[src/hw/irc_pkg.sv]
// Constants for the imager readout control register bank
//
// Notes on behaviour
// - Restart drops current frame, restarts at first row within two row times.
// - Restart bit self-clears after acting, unless restart-hold is set.
// - With restart-hold set, park at row zero until hold is cleared.
// - Thirteen-bit shutter trim, 0 to 8191, subtracted from exposure length.
// - Exposure is (upper*65536 + lower) * row time minus trim minus constant.
// - Soft halt restores defaults and stops; clearing it resumes; serial port stays alive.
// - Synth control bit 0 powers synthesizer, bit 1 selects it as system clock.
// - Ratio bits 5:0 output divider minus one; post-divider bits 4:0 system divider.
// - Readout bit 14 keeps unsampled rows in reset while skipping rows.
// - Readout bit 10 lets line-valid run during vertical blanking too.
// - Readout bit 9 inverts external trigger input polarity.
// - Readout bit 8 selects on-demand capture waiting for trigger between frames.
// - Readout bit 7 selects simultaneous-release shutter, else rolling shutter.
// - Readout bit 6 times exposure from external trigger, else from counts.
// - Bit 4 enables flash pulse; otherwise flash rests at bit 5 level.
// - Flash asserts at event chosen by bits 3:2.
// - Flash negates at event of bits 1:0; if end not after start, one row.
// - Secondary bits 15/14 mirror active rows/columns; dark lines unaffected.
// - Bit 12 adds dark columns, bit 11 dark rows; restart advised after rows.
// - Bit 6 enables per-line black compensation, else default row offset.
// - Bit 5 sums binned columns, else averages them.
// - Row bin bits 5:4 and row skip bits 2:0; skip not below bin.
// - Column skip bits 2:0 and column bin bits 5:4; skip not below bin.
// - First green digital gain 1 + bits 14:8 / 8; bit 6 doubles analog gain.
// - Change-hold defers frame-synced writes only; after release they apply at next frame start.
package irc_pkg;

  localparam int IRC_NREG = 13;
  localparam int IRC_AW = 8;
  localparam int IRC_DW = 16;

  // Index into the register array
  localparam int IX_OUT_CTL = 0;
  localparam int IX_SW_UPPER = 1;
  localparam int IX_SW_LOWER = 2;
  localparam int IX_SHUTTER_TRIM = 3;
  localparam int IX_SOFT_HALT = 4;
  localparam int IX_SYNTH_CTL = 5;
  localparam int IX_SYNTH_RATIO = 6;
  localparam int IX_SYNTH_POST = 7;
  localparam int IX_RM_PRI = 8;
  localparam int IX_RM_SEC = 9;
  localparam int IX_LINE_ADDR = 10;
  localparam int IX_PIX_ADDR = 11;
  localparam int IX_GREEN1 = 12;

  localparam logic [IRC_AW-1:0] ADDR_RESTART = 8'h0B;
  // Addresses, reset values and frame-sync masks, entry 0 in the low slot
  localparam logic [IRC_NREG-1:0][IRC_AW-1:0] IRC_ADDR = {
    8'h2B, 8'h23, 8'h22, 8'h20, 8'h1E, 8'h12, 8'h11, 8'h10, 8'h0D, 8'h0C, 8'h09, 8'h08, 8'h07};
  localparam logic [IRC_NREG-1:0][IRC_DW-1:0] IRC_RST = {
    16'h0008, 16'h0000, 16'h0000, 16'h0040, 16'h4006, 16'h0000, 16'h6404, 16'h0050,
    16'h0000, 16'h0000, 16'h0797, 16'h0000, 16'h1F82};
  localparam logic [IRC_NREG-1:0][IRC_DW-1:0] IRC_FSYNC = {
    16'h7F7F, 16'h0037, 16'h0037, 16'hD860, 16'h41CF, 16'h0000, 16'h0000, 16'h0000,
    16'h0000, 16'h1FFF, 16'hFFFF, 16'h000F, 16'h0000};

  // Field positions
  localparam int B_HOLD = 0;
  localparam int B_CHIP_EN = 1;
  localparam int B_RESTART = 0;
  localparam int B_PAUSE = 1;
  localparam int B_SWTRIG = 2;
  localparam int B_HALT = 0;
  localparam int B_SYN_PWR = 0;
  localparam int B_SYN_SEL = 1;
  localparam int B_ANTIBLOOM = 14;
  localparam int B_CONT_LV = 10;
  localparam int B_INV_TRIG = 9;
  localparam int B_SNAPSHOT = 8;
  localparam int B_GLOBAL = 7;
  localparam int B_BULB = 6;
  localparam int B_INV_STROBE = 5;
  localparam int B_STROBE_EN = 4;
  localparam int B_MIRROR_ROW = 15;
  localparam int B_MIRROR_COL = 14;
  localparam int B_DARK_COLS = 12;
  localparam int B_DARK_ROWS = 11;
  localparam int B_LINE_BLC = 6;
  localparam int B_COL_SUM = 5;
  localparam int B_DOUBLER = 6;
  localparam int F_TRIM_W = 13;
  localparam int F_UPPER_W = 4;
  localparam int F_GAIN_ONE = 8;
  localparam int RESTART_MAX_ROWS = 2;

  typedef enum logic [2:0] {
    RS_IDLE = 3'b001,
    RS_PEND = 3'b010,
    RS_PAUSE = 3'b100
  } irc_rs_t;

endpackage : irc_pkg

[src/hw/irc_regs.sv]
// Imager readout control register bank and its control logic
`timescale 1ns/1ps
`default_nettype none
module irc_regs
  import irc_pkg::*;
#(
  parameter int ROW_W = 16,
  parameter logic [15:0] EXPO_FIXED = 16'h0000
) (
  input wire logic ref_clk,
  input wire logic rst_n,
  input wire logic reg_wr,
  input wire logic [IRC_AW-1:0] reg_addr,
  input wire logic [IRC_DW-1:0] reg_wdata,
  output logic [IRC_DW-1:0] reg_rdata,
  input wire logic pix_ce,
  input wire logic frame_start,
  input wire logic row_tick,
  input wire logic [ROW_W-1:0] row_time,
  input wire logic trigger_pin,
  input wire logic [3:0] strobe_evt,
  input wire logic line_valid_raw,
  input wire logic frame_valid,
  output logic line_valid,
  output logic restart_pulse,
  output logic hold_row0,
  output logic device_halted,
  output logic chip_enable,
  output logic trigger_evt,
  output logic [35:0] exposure_pixclks,
  output logic synth_power,
  output logic synth_select,
  output logic [7:0] synth_multiplier,
  output logic [5:0] synth_out_div,
  output logic [4:0] system_clock_divider,
  output logic anti_bloom,
  output logic snapshot_mode,
  output logic global_shutter,
  output logic bulb_exposure,
  output logic strobe,
  output logic mirror_rows,
  output logic mirror_cols,
  output logic dark_cols,
  output logic dark_rows,
  output logic per_line_black_comp,
  output logic column_sum,
  output logic [1:0] row_bin,
  output logic [2:0] row_skip,
  output logic [1:0] col_bin,
  output logic [2:0] col_skip,
  output logic [7:0] first_green_digital_amp,
  output logic first_green_doubler,
  output logic [5:0] first_green_analog
);

  logic [IRC_NREG-1:0][IRC_DW-1:0] shadow_r;
  logic [IRC_NREG-1:0][IRC_DW-1:0] work_r;
  logic [IRC_NREG-1:0] hit;
  logic halted;
  logic hold;
  logic restart_bit_r;
  logic pause_r;
  logic restart_wr_set;
  logic restart_clr;
  irc_rs_t rs_r;
  logic trig_s1_r;
  logic trig_s2_r;
  logic trig_lvl_d_r;
  logic sw_trig_r;
  logic strobe_act_r;
  logic [ROW_W-1:0] strobe_cnt_r;
  logic [IRC_DW-1:0] rd_mux;
  logic [15:0] lower_eff;
  logic [35:0] expo_prod;
  logic [35:0] expo_cut;
  logic [1:0] st_start;
  logic [1:0] st_end;
  logic short_pulse;

  // halt state lives in working copy of the halt register
  assign halted = work_r[IX_SOFT_HALT][B_HALT];
  assign hold = work_r[IX_OUT_CTL][B_HOLD];
  assign restart_wr_set = reg_wr && (reg_addr == ADDR_RESTART) && reg_wdata[B_RESTART];

  genvar gi;
  generate
    for (gi = 0; gi < IRC_NREG; gi++) begin : g_reg
      assign hit[gi] = (reg_addr == IRC_ADDR[gi]);

      // halt forces defaults, serial writes to halt still taken
      always_ff @(posedge ref_clk) begin
        if (!rst_n) begin
          shadow_r[gi] <= IRC_RST[gi];
        end else if (halted && gi != IX_SOFT_HALT) begin
          shadow_r[gi] <= IRC_RST[gi];
        end else if (reg_wr && hit[gi]) begin
          shadow_r[gi] <= reg_wdata;
        end
      end

      // frame-synced fields move at frame start
      // change-hold defers them; other fields follow at once
      always_ff @(posedge ref_clk) begin
        if (!rst_n) begin
          work_r[gi] <= IRC_RST[gi];
        end else if (halted && gi != IX_SOFT_HALT) begin
          work_r[gi] <= IRC_RST[gi];
        end else if (frame_start && !hold) begin
          work_r[gi] <= shadow_r[gi];
        end else begin
          work_r[gi] <= (work_r[gi] & IRC_FSYNC[gi]) | (shadow_r[gi] & ~IRC_FSYNC[gi]);
        end
      end
    end
  endgenerate

  // Read returns shadow values, or restart_bit_r and pause_r at the restart address, one cycle after the address
  always_comb begin
    rd_mux = '0;
    if (reg_addr == ADDR_RESTART) begin
      rd_mux[B_RESTART] = restart_bit_r;
      rd_mux[B_PAUSE] = pause_r;
    end
    for (int i = 0; i < IRC_NREG; i++) begin
      if (hit[i]) begin
        rd_mux = shadow_r[i];
      end
    end
  end

  always_ff @(posedge ref_clk) begin
    if (!rst_n) begin
      reg_rdata <= '0;
    end else begin
      reg_rdata <= rd_mux;
    end
  end

  // restart sequencer, acts on next row boundary
  always_ff @(posedge ref_clk) begin
    if (!rst_n || halted) begin
      rs_r <= RS_IDLE;
      restart_pulse <= 1'b0;
    end else begin
      restart_pulse <= 1'b0;
      case (rs_r)
        RS_IDLE: begin
          if (restart_bit_r) begin
            rs_r <= RS_PEND;
          end
        end
        RS_PEND: begin
          if (row_tick) begin
            restart_pulse <= 1'b1;
            // park at row zero while hold set
            rs_r <= pause_r ? RS_PAUSE : RS_IDLE;
          end
        end
        RS_PAUSE: begin
          if (!pause_r) begin
            rs_r <= RS_IDLE;
          end
        end
        default: begin
          rs_r <= RS_IDLE;
        end
      endcase
    end
  end

  assign restart_clr = (rs_r == RS_PEND && row_tick && !pause_r) || (rs_r == RS_PAUSE && !pause_r);

  always_ff @(posedge ref_clk) begin
    if (!rst_n || halted) begin
      restart_bit_r <= 1'b0;
      pause_r <= 1'b0;
    end else begin
      if (restart_wr_set) begin
        restart_bit_r <= 1'b1;
      end else if (restart_clr) begin
        restart_bit_r <= 1'b0;
      end
      if (reg_wr && reg_addr == ADDR_RESTART) begin
        pause_r <= reg_wdata[B_PAUSE];
      end
    end
  end

  always_ff @(posedge ref_clk) begin
    if (!rst_n) begin
      hold_row0 <= 1'b0;
    end else begin
      hold_row0 <= (rs_r == RS_PAUSE) && !halted;
    end
  end

  // Software trigger, only in on-demand mode, polarity fixed
  always_ff @(posedge ref_clk) begin
    if (!rst_n) begin
      sw_trig_r <= 1'b0;
    end else begin
      sw_trig_r <= reg_wr && reg_addr == ADDR_RESTART && reg_wdata[B_SWTRIG]
        && work_r[IX_RM_PRI][B_SNAPSHOT] && !halted;
    end
  end

  // Trigger pin synchroniser
  always_ff @(posedge ref_clk) begin
    if (!rst_n) begin
      trig_s1_r <= 1'b0;
      trig_s2_r <= 1'b0;
    end else begin
      trig_s1_r <= trigger_pin;
      trig_s2_r <= trig_s1_r;
    end
  end

  always_ff @(posedge ref_clk) begin
    if (!rst_n) begin
      trig_lvl_d_r <= 1'b0;
      trigger_evt <= 1'b0;
    end else begin
      trig_lvl_d_r <= trig_s2_r ^ work_r[IX_RM_PRI][B_INV_TRIG];
      trigger_evt <= ((trig_s2_r ^ work_r[IX_RM_PRI][B_INV_TRIG]) && !trig_lvl_d_r) || sw_trig_r;
    end
  end

  always_ff @(posedge ref_clk) begin
    if (!rst_n) begin
      line_valid <= 1'b0;
    end else begin
      line_valid <= line_valid_raw && (frame_valid || work_r[IX_RM_PRI][B_CONT_LV]);
    end
  end

  // exposure, zero lower count treated as one
  assign lower_eff = (work_r[IX_SW_LOWER] == '0) ? 16'h0001 : work_r[IX_SW_LOWER];
  assign expo_prod = 36'({work_r[IX_SW_UPPER][F_UPPER_W-1:0], lower_eff}) * 36'(row_time);
  // trim is the low thirteen bits
  assign expo_cut = 36'(work_r[IX_SHUTTER_TRIM][F_TRIM_W-1:0]) + 36'(EXPO_FIXED);

  always_ff @(posedge ref_clk) begin
    if (!rst_n) begin
      exposure_pixclks <= '0;
    end else begin
      exposure_pixclks <= (expo_prod > expo_cut) ? expo_prod - expo_cut : '0;
    end
  end

  assign st_start = work_r[IX_RM_PRI][3:2];
  assign st_end = work_r[IX_RM_PRI][1:0];
  assign short_pulse = (st_end <= st_start);

  always_ff @(posedge ref_clk) begin
    if (!rst_n || halted || !work_r[IX_RM_PRI][B_STROBE_EN]) begin
      strobe_act_r <= 1'b0;
      strobe_cnt_r <= '0;
    end else if (!strobe_act_r && strobe_evt[st_start]) begin
      strobe_act_r <= 1'b1;
      strobe_cnt_r <= row_time;
    end else if (strobe_act_r) begin
      if (short_pulse) begin
        // one row time when end not after start
        if (pix_ce) begin
          strobe_cnt_r <= strobe_cnt_r - ROW_W'(1);
          if (strobe_cnt_r <= ROW_W'(1)) begin
            strobe_act_r <= 1'b0;
          end
        end
      end else if (strobe_evt[st_end]) begin
        strobe_act_r <= 1'b0;
      end
    end
  end

  // flash pin rests at the invert level
  always_ff @(posedge ref_clk) begin
    if (!rst_n) begin
      strobe <= 1'b0;
    end else begin
      strobe <= work_r[IX_RM_PRI][B_INV_STROBE] ^ strobe_act_r;
    end
  end

  // Working fields out to readout, clock and datapath logic
  always_ff @(posedge ref_clk) begin
    if (!rst_n) begin
      device_halted <= 1'b0;
      chip_enable <= 1'b0;
      synth_power <= 1'b0;
      synth_select <= 1'b0;
      synth_multiplier <= '0;
      synth_out_div <= '0;
      system_clock_divider <= '0;
    end else begin
      device_halted <= halted;
      chip_enable <= work_r[IX_OUT_CTL][B_CHIP_EN] && !halted;
      synth_power <= work_r[IX_SYNTH_CTL][B_SYN_PWR];
      synth_select <= work_r[IX_SYNTH_CTL][B_SYN_SEL];
      synth_multiplier <= work_r[IX_SYNTH_RATIO][15:8];
      synth_out_div <= work_r[IX_SYNTH_RATIO][5:0];
      system_clock_divider <= work_r[IX_SYNTH_POST][4:0];
    end
  end

  always_ff @(posedge ref_clk) begin
    if (!rst_n) begin
      anti_bloom <= 1'b0;
      snapshot_mode <= 1'b0;
      global_shutter <= 1'b0;
      bulb_exposure <= 1'b0;
    end else begin
      anti_bloom <= work_r[IX_RM_PRI][B_ANTIBLOOM];
      snapshot_mode <= work_r[IX_RM_PRI][B_SNAPSHOT];
      global_shutter <= work_r[IX_RM_PRI][B_GLOBAL];
      bulb_exposure <= work_r[IX_RM_PRI][B_BULB];
    end
  end

  always_ff @(posedge ref_clk) begin
    if (!rst_n) begin
      mirror_rows <= 1'b0;
      mirror_cols <= 1'b0;
      dark_cols <= 1'b0;
      dark_rows <= 1'b0;
      per_line_black_comp <= 1'b0;
      column_sum <= 1'b0;
    end else begin
      mirror_rows <= work_r[IX_RM_SEC][B_MIRROR_ROW];
      mirror_cols <= work_r[IX_RM_SEC][B_MIRROR_COL];
      dark_cols <= work_r[IX_RM_SEC][B_DARK_COLS];
      dark_rows <= work_r[IX_RM_SEC][B_DARK_ROWS];
      per_line_black_comp <= work_r[IX_RM_SEC][B_LINE_BLC];
      column_sum <= work_r[IX_RM_SEC][B_COL_SUM];
    end
  end

  always_ff @(posedge ref_clk) begin
    if (!rst_n) begin
      row_bin <= '0;
      row_skip <= '0;
      col_bin <= '0;
      col_skip <= '0;
      first_green_digital_amp <= '0;
      first_green_doubler <= 1'b0;
      first_green_analog <= '0;
    end else begin
      row_bin <= work_r[IX_LINE_ADDR][5:4];
      row_skip <= work_r[IX_LINE_ADDR][2:0];
      col_bin <= work_r[IX_PIX_ADDR][5:4];
      col_skip <= work_r[IX_PIX_ADDR][2:0];
      // digital gain in eighths, unity added
      first_green_digital_amp <= 8'(F_GAIN_ONE) + {1'b0, work_r[IX_GREEN1][14:8]};
      first_green_doubler <= work_r[IX_GREEN1][B_DOUBLER];
      first_green_analog <= work_r[IX_GREEN1][5:0];
    end
  end

endmodule : irc_regs
`default_nettype wire

[config.mk]
export PLATFORM = sky130hd
export DESIGN_NAME = irc_regs
export DESIGN_NICKNAME = d
export VERILOG_FILES = /design/src/hw/irc_pkg.sv /design/src/hw/irc_regs.sv
export SDC_FILE = /design/constraint.sdc
export NUM_CORES = 2
export LEC_CHECK = 0
export ABC_AREA = 0
export BUFFER_PORTS_ARGS = -buffer_cell sky130_fd_sc_hd__clkbuf_2
export CORE_MARGIN = 2
export CORE_UTILIZATION = 59
export CTS_CLUSTER_DIAMETER = 60
export CTS_CLUSTER_SIZE = 12
export DETAILED_ROUTE_END_ITERATION = 10
export PLACE_DENSITY = 0.78
export SETUP_SLACK_MARGIN = 0.05
export SYNTH_ARGS = -nofsm -noshare
export SYNTH_HDL_FRONTEND = slang
export SYNTH_SLANG_ARGS = --single-unit
[constraint.sdc]
create_clock -name ref_clk -period 8.9 [get_ports ref_clk]
set_clock_uncertainty 0.15 [all_clocks]
set_input_delay 0.89 -clock ref_clk [delete_from_list [all_inputs] [get_ports ref_clk]]
set_output_delay 0.89 -clock ref_clk [all_outputs]
set_load 0.005 [all_outputs]
* After elaboration in Yosys (flattened, before gate mapping)
Index checks and enable logic that the tools add are counted.
** Storage, ports and cells
- Bits in latches :: 0
- Bits in read-only memories :: 0
- Memory bits (writable) :: 0
- Output and inout bits :: 115
- Logic and storage cells :: 199
- Bits of input ports :: 53
- Memories :: 0
- Register bits :: 466
** Cells by class
- Multipliers :: 1
- Add/subtract/negate cells :: 3
- Div/mod/pow operators :: 0
- Reduce and logical (&&, ||, !) cells :: 49
- Shift-type cells :: 0
- Equality and inequality tests :: 20
- Bitwise operators :: 11
- $lt $le $gt $ge :: 5
- Muxes and demuxes :: 44
** Operators with widths (number)
- 2-to-1 mux 16 bit :: 19
- == test 8 x 4 -> 1 bit, second input constant :: 5
- > comparator 36 x 13 -> 1 bit :: 1
- multiplier 20 x 16 -> 36 bit :: 1
- subtractor 36 x 13 -> 36 bit :: 1
- == test 8 x 5 -> 1 bit, second input constant :: 4
- == test 8 x 6 -> 1 bit, second input constant :: 4
- 2-to-1 mux 15 bit :: 2
- logical AND 1 bit :: 27
- less-or-equal comparator 16 x 1 -> 1 bit, second input constant :: 1
- zero test 16 bit :: 1
- bitwise OR 16 x 14 -> 16 bit :: 1
- subtractor 16 x 1 -> 16 bit, second input constant :: 1
- bitwise OR 15 x 14 -> 15 bit :: 1
- bitwise OR 15 x 8 -> 15 bit :: 1
- 2-to-1 mux 13 bit :: 1
- bitwise OR 13 x 1 -> 13 bit, second input constant :: 1
- 2-to-1 mux 3 bit :: 4
- 2-to-1 mux 6 bit :: 2
- bitwise OR 6 x 4 -> 6 bit :: 2
- 2-to-1 mux 1 bit :: 11
- one-hot mux 3 bit (3 select lines) :: 1
- adder 4 x 7 -> 8 bit, first input constant :: 1
- == test 8 x 3 -> 1 bit, second input constant :: 1
- other kinds (18) :: 39

* Depth between registers and ports, before layout
- Depth after elaboration :: 15
- Gate-level depth with buffers :: 31

* Worst setup path before layout
Ideal clock, no wire load.
- Path kind :: in2reg
- From :: in row_time[1]
- To :: reg exposure_pixclks[33]
- Cell stages on the path :: 22
- Required time :: 8.664 ns
- Slack :: 1.324 ns
- Arrival :: 7.339 ns
- Cell sequence :: clkbuf_1 -> nand2_1 -> fa_1 -> fa_1 -> fa_1 -> fa_1 -> inv_1 -> fa_1 -> fa_1 -> ha_1 -> o21ai_0 -> a21oi_4 -> buf_6 -> nor2_1 -> ha_1 -> and4_1 -> or3b_2 -> o211ai_1 -> nor4_2 -> nand3_2 -> or4b_1 -> a221oi_2
** Between the ends
- Cells in the longest elaborated chain, start to end :: 3
- Elaborated cells between the ends (all ways) :: 4
- Those cells by class :: add/sub (1); mul (1); order compare (1); reduce/logical (1)
** RTL lines
- start: declaration :: RTL line irc_regs.sv:19 : input wire logic [ROW_W-1:0] row_time,
- multiplier 20 x 16 -> 36 bit (*) :: RTL line irc_regs.sv:238 : assign expo_prod = 36'({work_r[IX_SW_UPPER][F_UPPER_W-1:0], lower_eff}) * 36'(row_time);
- > comparator 36 x 13 -> 1 bit :: RTL line irc_regs.sv:246 : exposure_pixclks <= (expo_prod > expo_cut) ? expo_prod - expo_cut : '0;
- AND reduction 2 bit (no source line)
- end signal: assignment :: RTL line irc_regs.sv:246
- end: declaration :: RTL line irc_regs.sv:30 : output logic [35:0] exposure_pixclks,
Mark *: on every way between the ends. The rest lies on a longest branch, timed or not.
A chain may end at the register's enable or synchronous reset.

* Final worst setup path
- From :: reg work_r[39] (netlist bit)
- To :: reg exposure_pixclks[33]
** Between the ends
- Cells in the longest elaborated chain, start to end :: 5
- Elaborated cells between the ends (all ways) :: 6
- Those cells by class :: add/sub (1); mul (1); order compare (1); mux (1); reduce/logical (2)
** RTL lines
- start: declaration :: RTL line irc_regs.sv:57 : logic [IRC_NREG-1:0][IRC_DW-1:0] work_r;
- start signal: indexed assignment :: RTL line irc_regs.sv:105 : work_r[gi] <= IRC_RST[gi];
- start signal: indexed assignment :: RTL line irc_regs.sv:107 : work_r[gi] <= IRC_RST[gi];
- start signal: indexed assignment :: RTL line irc_regs.sv:109 : work_r[gi] <= shadow_r[gi];
- zero test 16 bit :: RTL line irc_regs.sv:237 : assign lower_eff = (work_r[IX_SW_LOWER] == '0) ? 16'h0001 : work_r[IX_SW_LOWER];
- 2-to-1 mux 16 bit (*) :: RTL line irc_regs.sv:237
- multiplier 20 x 16 -> 36 bit (*) :: RTL line irc_regs.sv:238
- > comparator 36 x 13 -> 1 bit :: RTL line irc_regs.sv:246
- AND reduction 2 bit (no source line)
Marks and branches as above.

==> flow_summary.toml <==
[clock_tree]
h-tree-depth = 2
clockBufferDepth = 3
cts_hold_buf = 0
numCtsBuffers = 44
cts_resized = 0
clk_pin_slew_ns = 0.06
post_cts.repair.setup_buffers = 0
cts-root-buf = "clkbuf_16"
cts_sinks = 448
clk_latency_ns = 0.60
cts_tree = "yes"

[min_path]
hold_start = "work_r[112]"
hold_end = "system_clock_divider[0]"
hold_depth = 1
min_path_type = "flip-flop to flip-flop"

[yosys]
ys_warn_count = 0
async_flop_share = 0
ys_seq_elements = 448
ys.flop_type = "dfxtp_1"
synthCells = 3393
synth_edf_count = 0
netlist_area_mm2 = 0.0282
synth_nets = 3823
ys_types = 79
yosysSeqAreaShare = 0.318
post_synth.cell_area_avg_um2 = 8.33

[drt]
firstDrtPassIters = 7
wire_per_inst_um = 20.6
first_iter_violations = 2317
final_antenna_net_count = 0
via_per_inst = 6.08
drc = 0
num_vias = 24698
wl_um = 83600

[cells_and_area]
area_growth_pct = 8.49
antenna_cells = 0
fillers = 3891
final_area_mm2 = 0.0306
final_nets = 3867
regArea_mm2 = 0.00897
drive_gt1_frac = 0.0903
multi_input_area_mm2 = 0.0174

[placement]
port_buffers = 167
dp_hpwl_um = 60900
place_area_mm2 = 0.0294
gp_congestion = 0.924

[floorplanning]
row_count = 80
coreArea_mm2 = 0.0475
die_area_mm2 = 0.0496
start_util = 0.594
die-height_um = 223
io_pins = 168
chipWidth_um = 223

[sta]
maxSlewHeadroom = 0.123
slew_viol_final = 0
finalSetupTns_ns = 0
fmax_mhz = 118
worst_slew_pin_slew_ns = 1.31
hold_viol_final = 0
holdWs_ns = 0.281
min_period_ns = 8.45
finalSetupViolations = 0
rsz0062_at_grt = "false"
post-route-period-util = 0.949

[worst_setup_path]
critPathKind = "flip-flop to flip-flop"
cp-start-kind = "flip-flop"
ff2ff_path_depth = 28
crit_path_start = "work_r[39]"
crit_family = "adder cells"
required_ns = 9.26
max_stage_delay_ns = 0.70
cp_max_fo = 16
r2r_start = "work_r[39]"
end_kind = "flip-flop"
cp_data_arrival_time_ns = 8.81
ff2ff_setup_slack_ns = 0.45
reg2reg_to = "exposure_pixclks[33]"
path_buf_inv = 3
cp_slowest_cell = "a41o_1"

[global_routing]
antenna_found_initial = 0
grtUsageTotal = 0.334
grt_pass1_wl_um = 131000
grt_pass1_vias = 24683
grt_max_degree = 91
grt-ovfl-total = 0

[pwr]
peakVddDrop_uv = 362
powerDensity_mw_per_mm2 = 322
power.leakage_nw = 12.8

[run_status]
status = "finished, final reports clean"

[flow_run]
cap_violations = 0
## final cells by class
cell class                 count  share of cell area
clock buffer                  46              0.0365
clock inverter                 7             0.00278
inverter                     310              0.0380
multi-input combinational   2423               0.567
sequential                   448               0.293
tap                          615              0.0251
timing repair buffer         210              0.0378
## sequential cells by signal, indices dropped and copies added (netlist names), 3 cells and up
register,count
col_skip,3
exposure_pixclks,36
first_green_analog,6
first_green_digital_amp,8
reg_rdata,16
row_skip,3
rs_r,3
shadow_r,208
strobe_cnt_r,16
synth_multiplier,8
synth_out_div,6
system_clock_divider,5
work_r,93
## cells in the final DEF (no fill, tap or decap), types with 14 or more instances in the layout
cell type | synthesis | routed
clkbuf_16 | 0 | 44
a211oi_1 | 36 | 35
xnor2_1 | 31 | 31
dfxtp_1 | 448 | 448
a21oi_1 | 339 | 339
a22oi_1 | 24 | 24
o21ai_0 | 48 | 48
and2_1 | 232 | 232
o211ai_1 | 14 | 14
nand2_1 | 811 | 811
or2_2 | 14 | 14
nand4_1 | 14 | 14
clkbuf_2 | 0 | 167
inv_1 | 310 | 309
a21o_1 | 14 | 14
xor2_1 | 18 | 18
nand3_1 | 81 | 81
buf_4 | 1 | 43
a221oi_1 | 19 | 19
nor3_1 | 27 | 27
ha_1 | 126 | 126
fa_1 | 251 | 251
nor2_1 | 86 | 84
nand2b_1 | 16 | 14
## synth_stat cells, drive strengths merged, types with 10 or more instances
cell,number,area share
nor4,18,0.0055
nand4,14,0.0031
xor2,18,0.0056
o31ai,10,0.0027
or3,11,0.0024
o21ai,51,0.0090
nand3,83,0.015
a211oi,39,0.011
and2,234,0.052
a22oi,24,0.0064
nor2,86,0.011
a221oi,22,0.0075
or2,14,0.0031
a21oi,342,0.061
nand2b,16,0.0035
nor3,27,0.0048
a222oi,11,0.0039
o221ai,13,0.0040
clkbuf,198,0.026
o211ai,14,0.0037
inv,310,0.041
a21o,14,0.0037
and3,10,0.0022
xnor2,31,0.0096
buf,14,0.0025
ha,126,0.056
dfxtp,448,0.32
fa,251,0.18
nand2,811,0.11
## where the power goes
group | internal (W) | leakage, nW | total, W | switching [W]
registers | 0.00209 | 3.62 | 0.00210 | 0.0000174
clock network | 0.000897 | 0.588 | 0.00167 | 0.000769
logic | 0.00220 | 8.61 | 0.00609 | 0.00389
## layer usage
| layer | GRT usage | wire length, um |
|---|---|---|
| met4 | 0.201 | 5520 |
| met1 | 0.401 | 31000 |
| met2 | 0.568 | 40600 |
| met3 | 0.0516 | 6480 |
| met5 | 0 | 0 |
## per-stage QoR
step	setup slack, ns	total power, W	cells	utilization
6_report	0.451	0.00986	4059	0.645
5_1_grt	0.0582	0.0106	4059	0.645
4_1_cts	0.502	0.00993	4059	0.645
3_5_place_dp	0.409	0.00826	4006	0.619
3_3_place_gp	0.539	0.00821	4006	0.619
2_1_floorplan	1.32	0.00656	3393	-
## cells by family after synthesis
family / share of synthesized area
simple gates: 0.221
buf+inv: 0.0700
fa+ha+maj: 0.234
xor+xnor: 0.0152
flops: 0.318
compound gates: 0.139
mux: 0.00403
## worst max-delay path by stage
stage	to	slack, ns	cells past startpoint
floorplan	exposure_pixclks[33]	1.32	22
global placement	exposure_pixclks[3]	0.54	23
detailed placement	exposure_pixclks[3]	0.41	22
CTS	exposure_pixclks[33]	0.50	28
global route	exposure_pixclks[33]	0.06	28
finish	exposure_pixclks[33]	0.45	28
(Power assumes the default switching activity.)
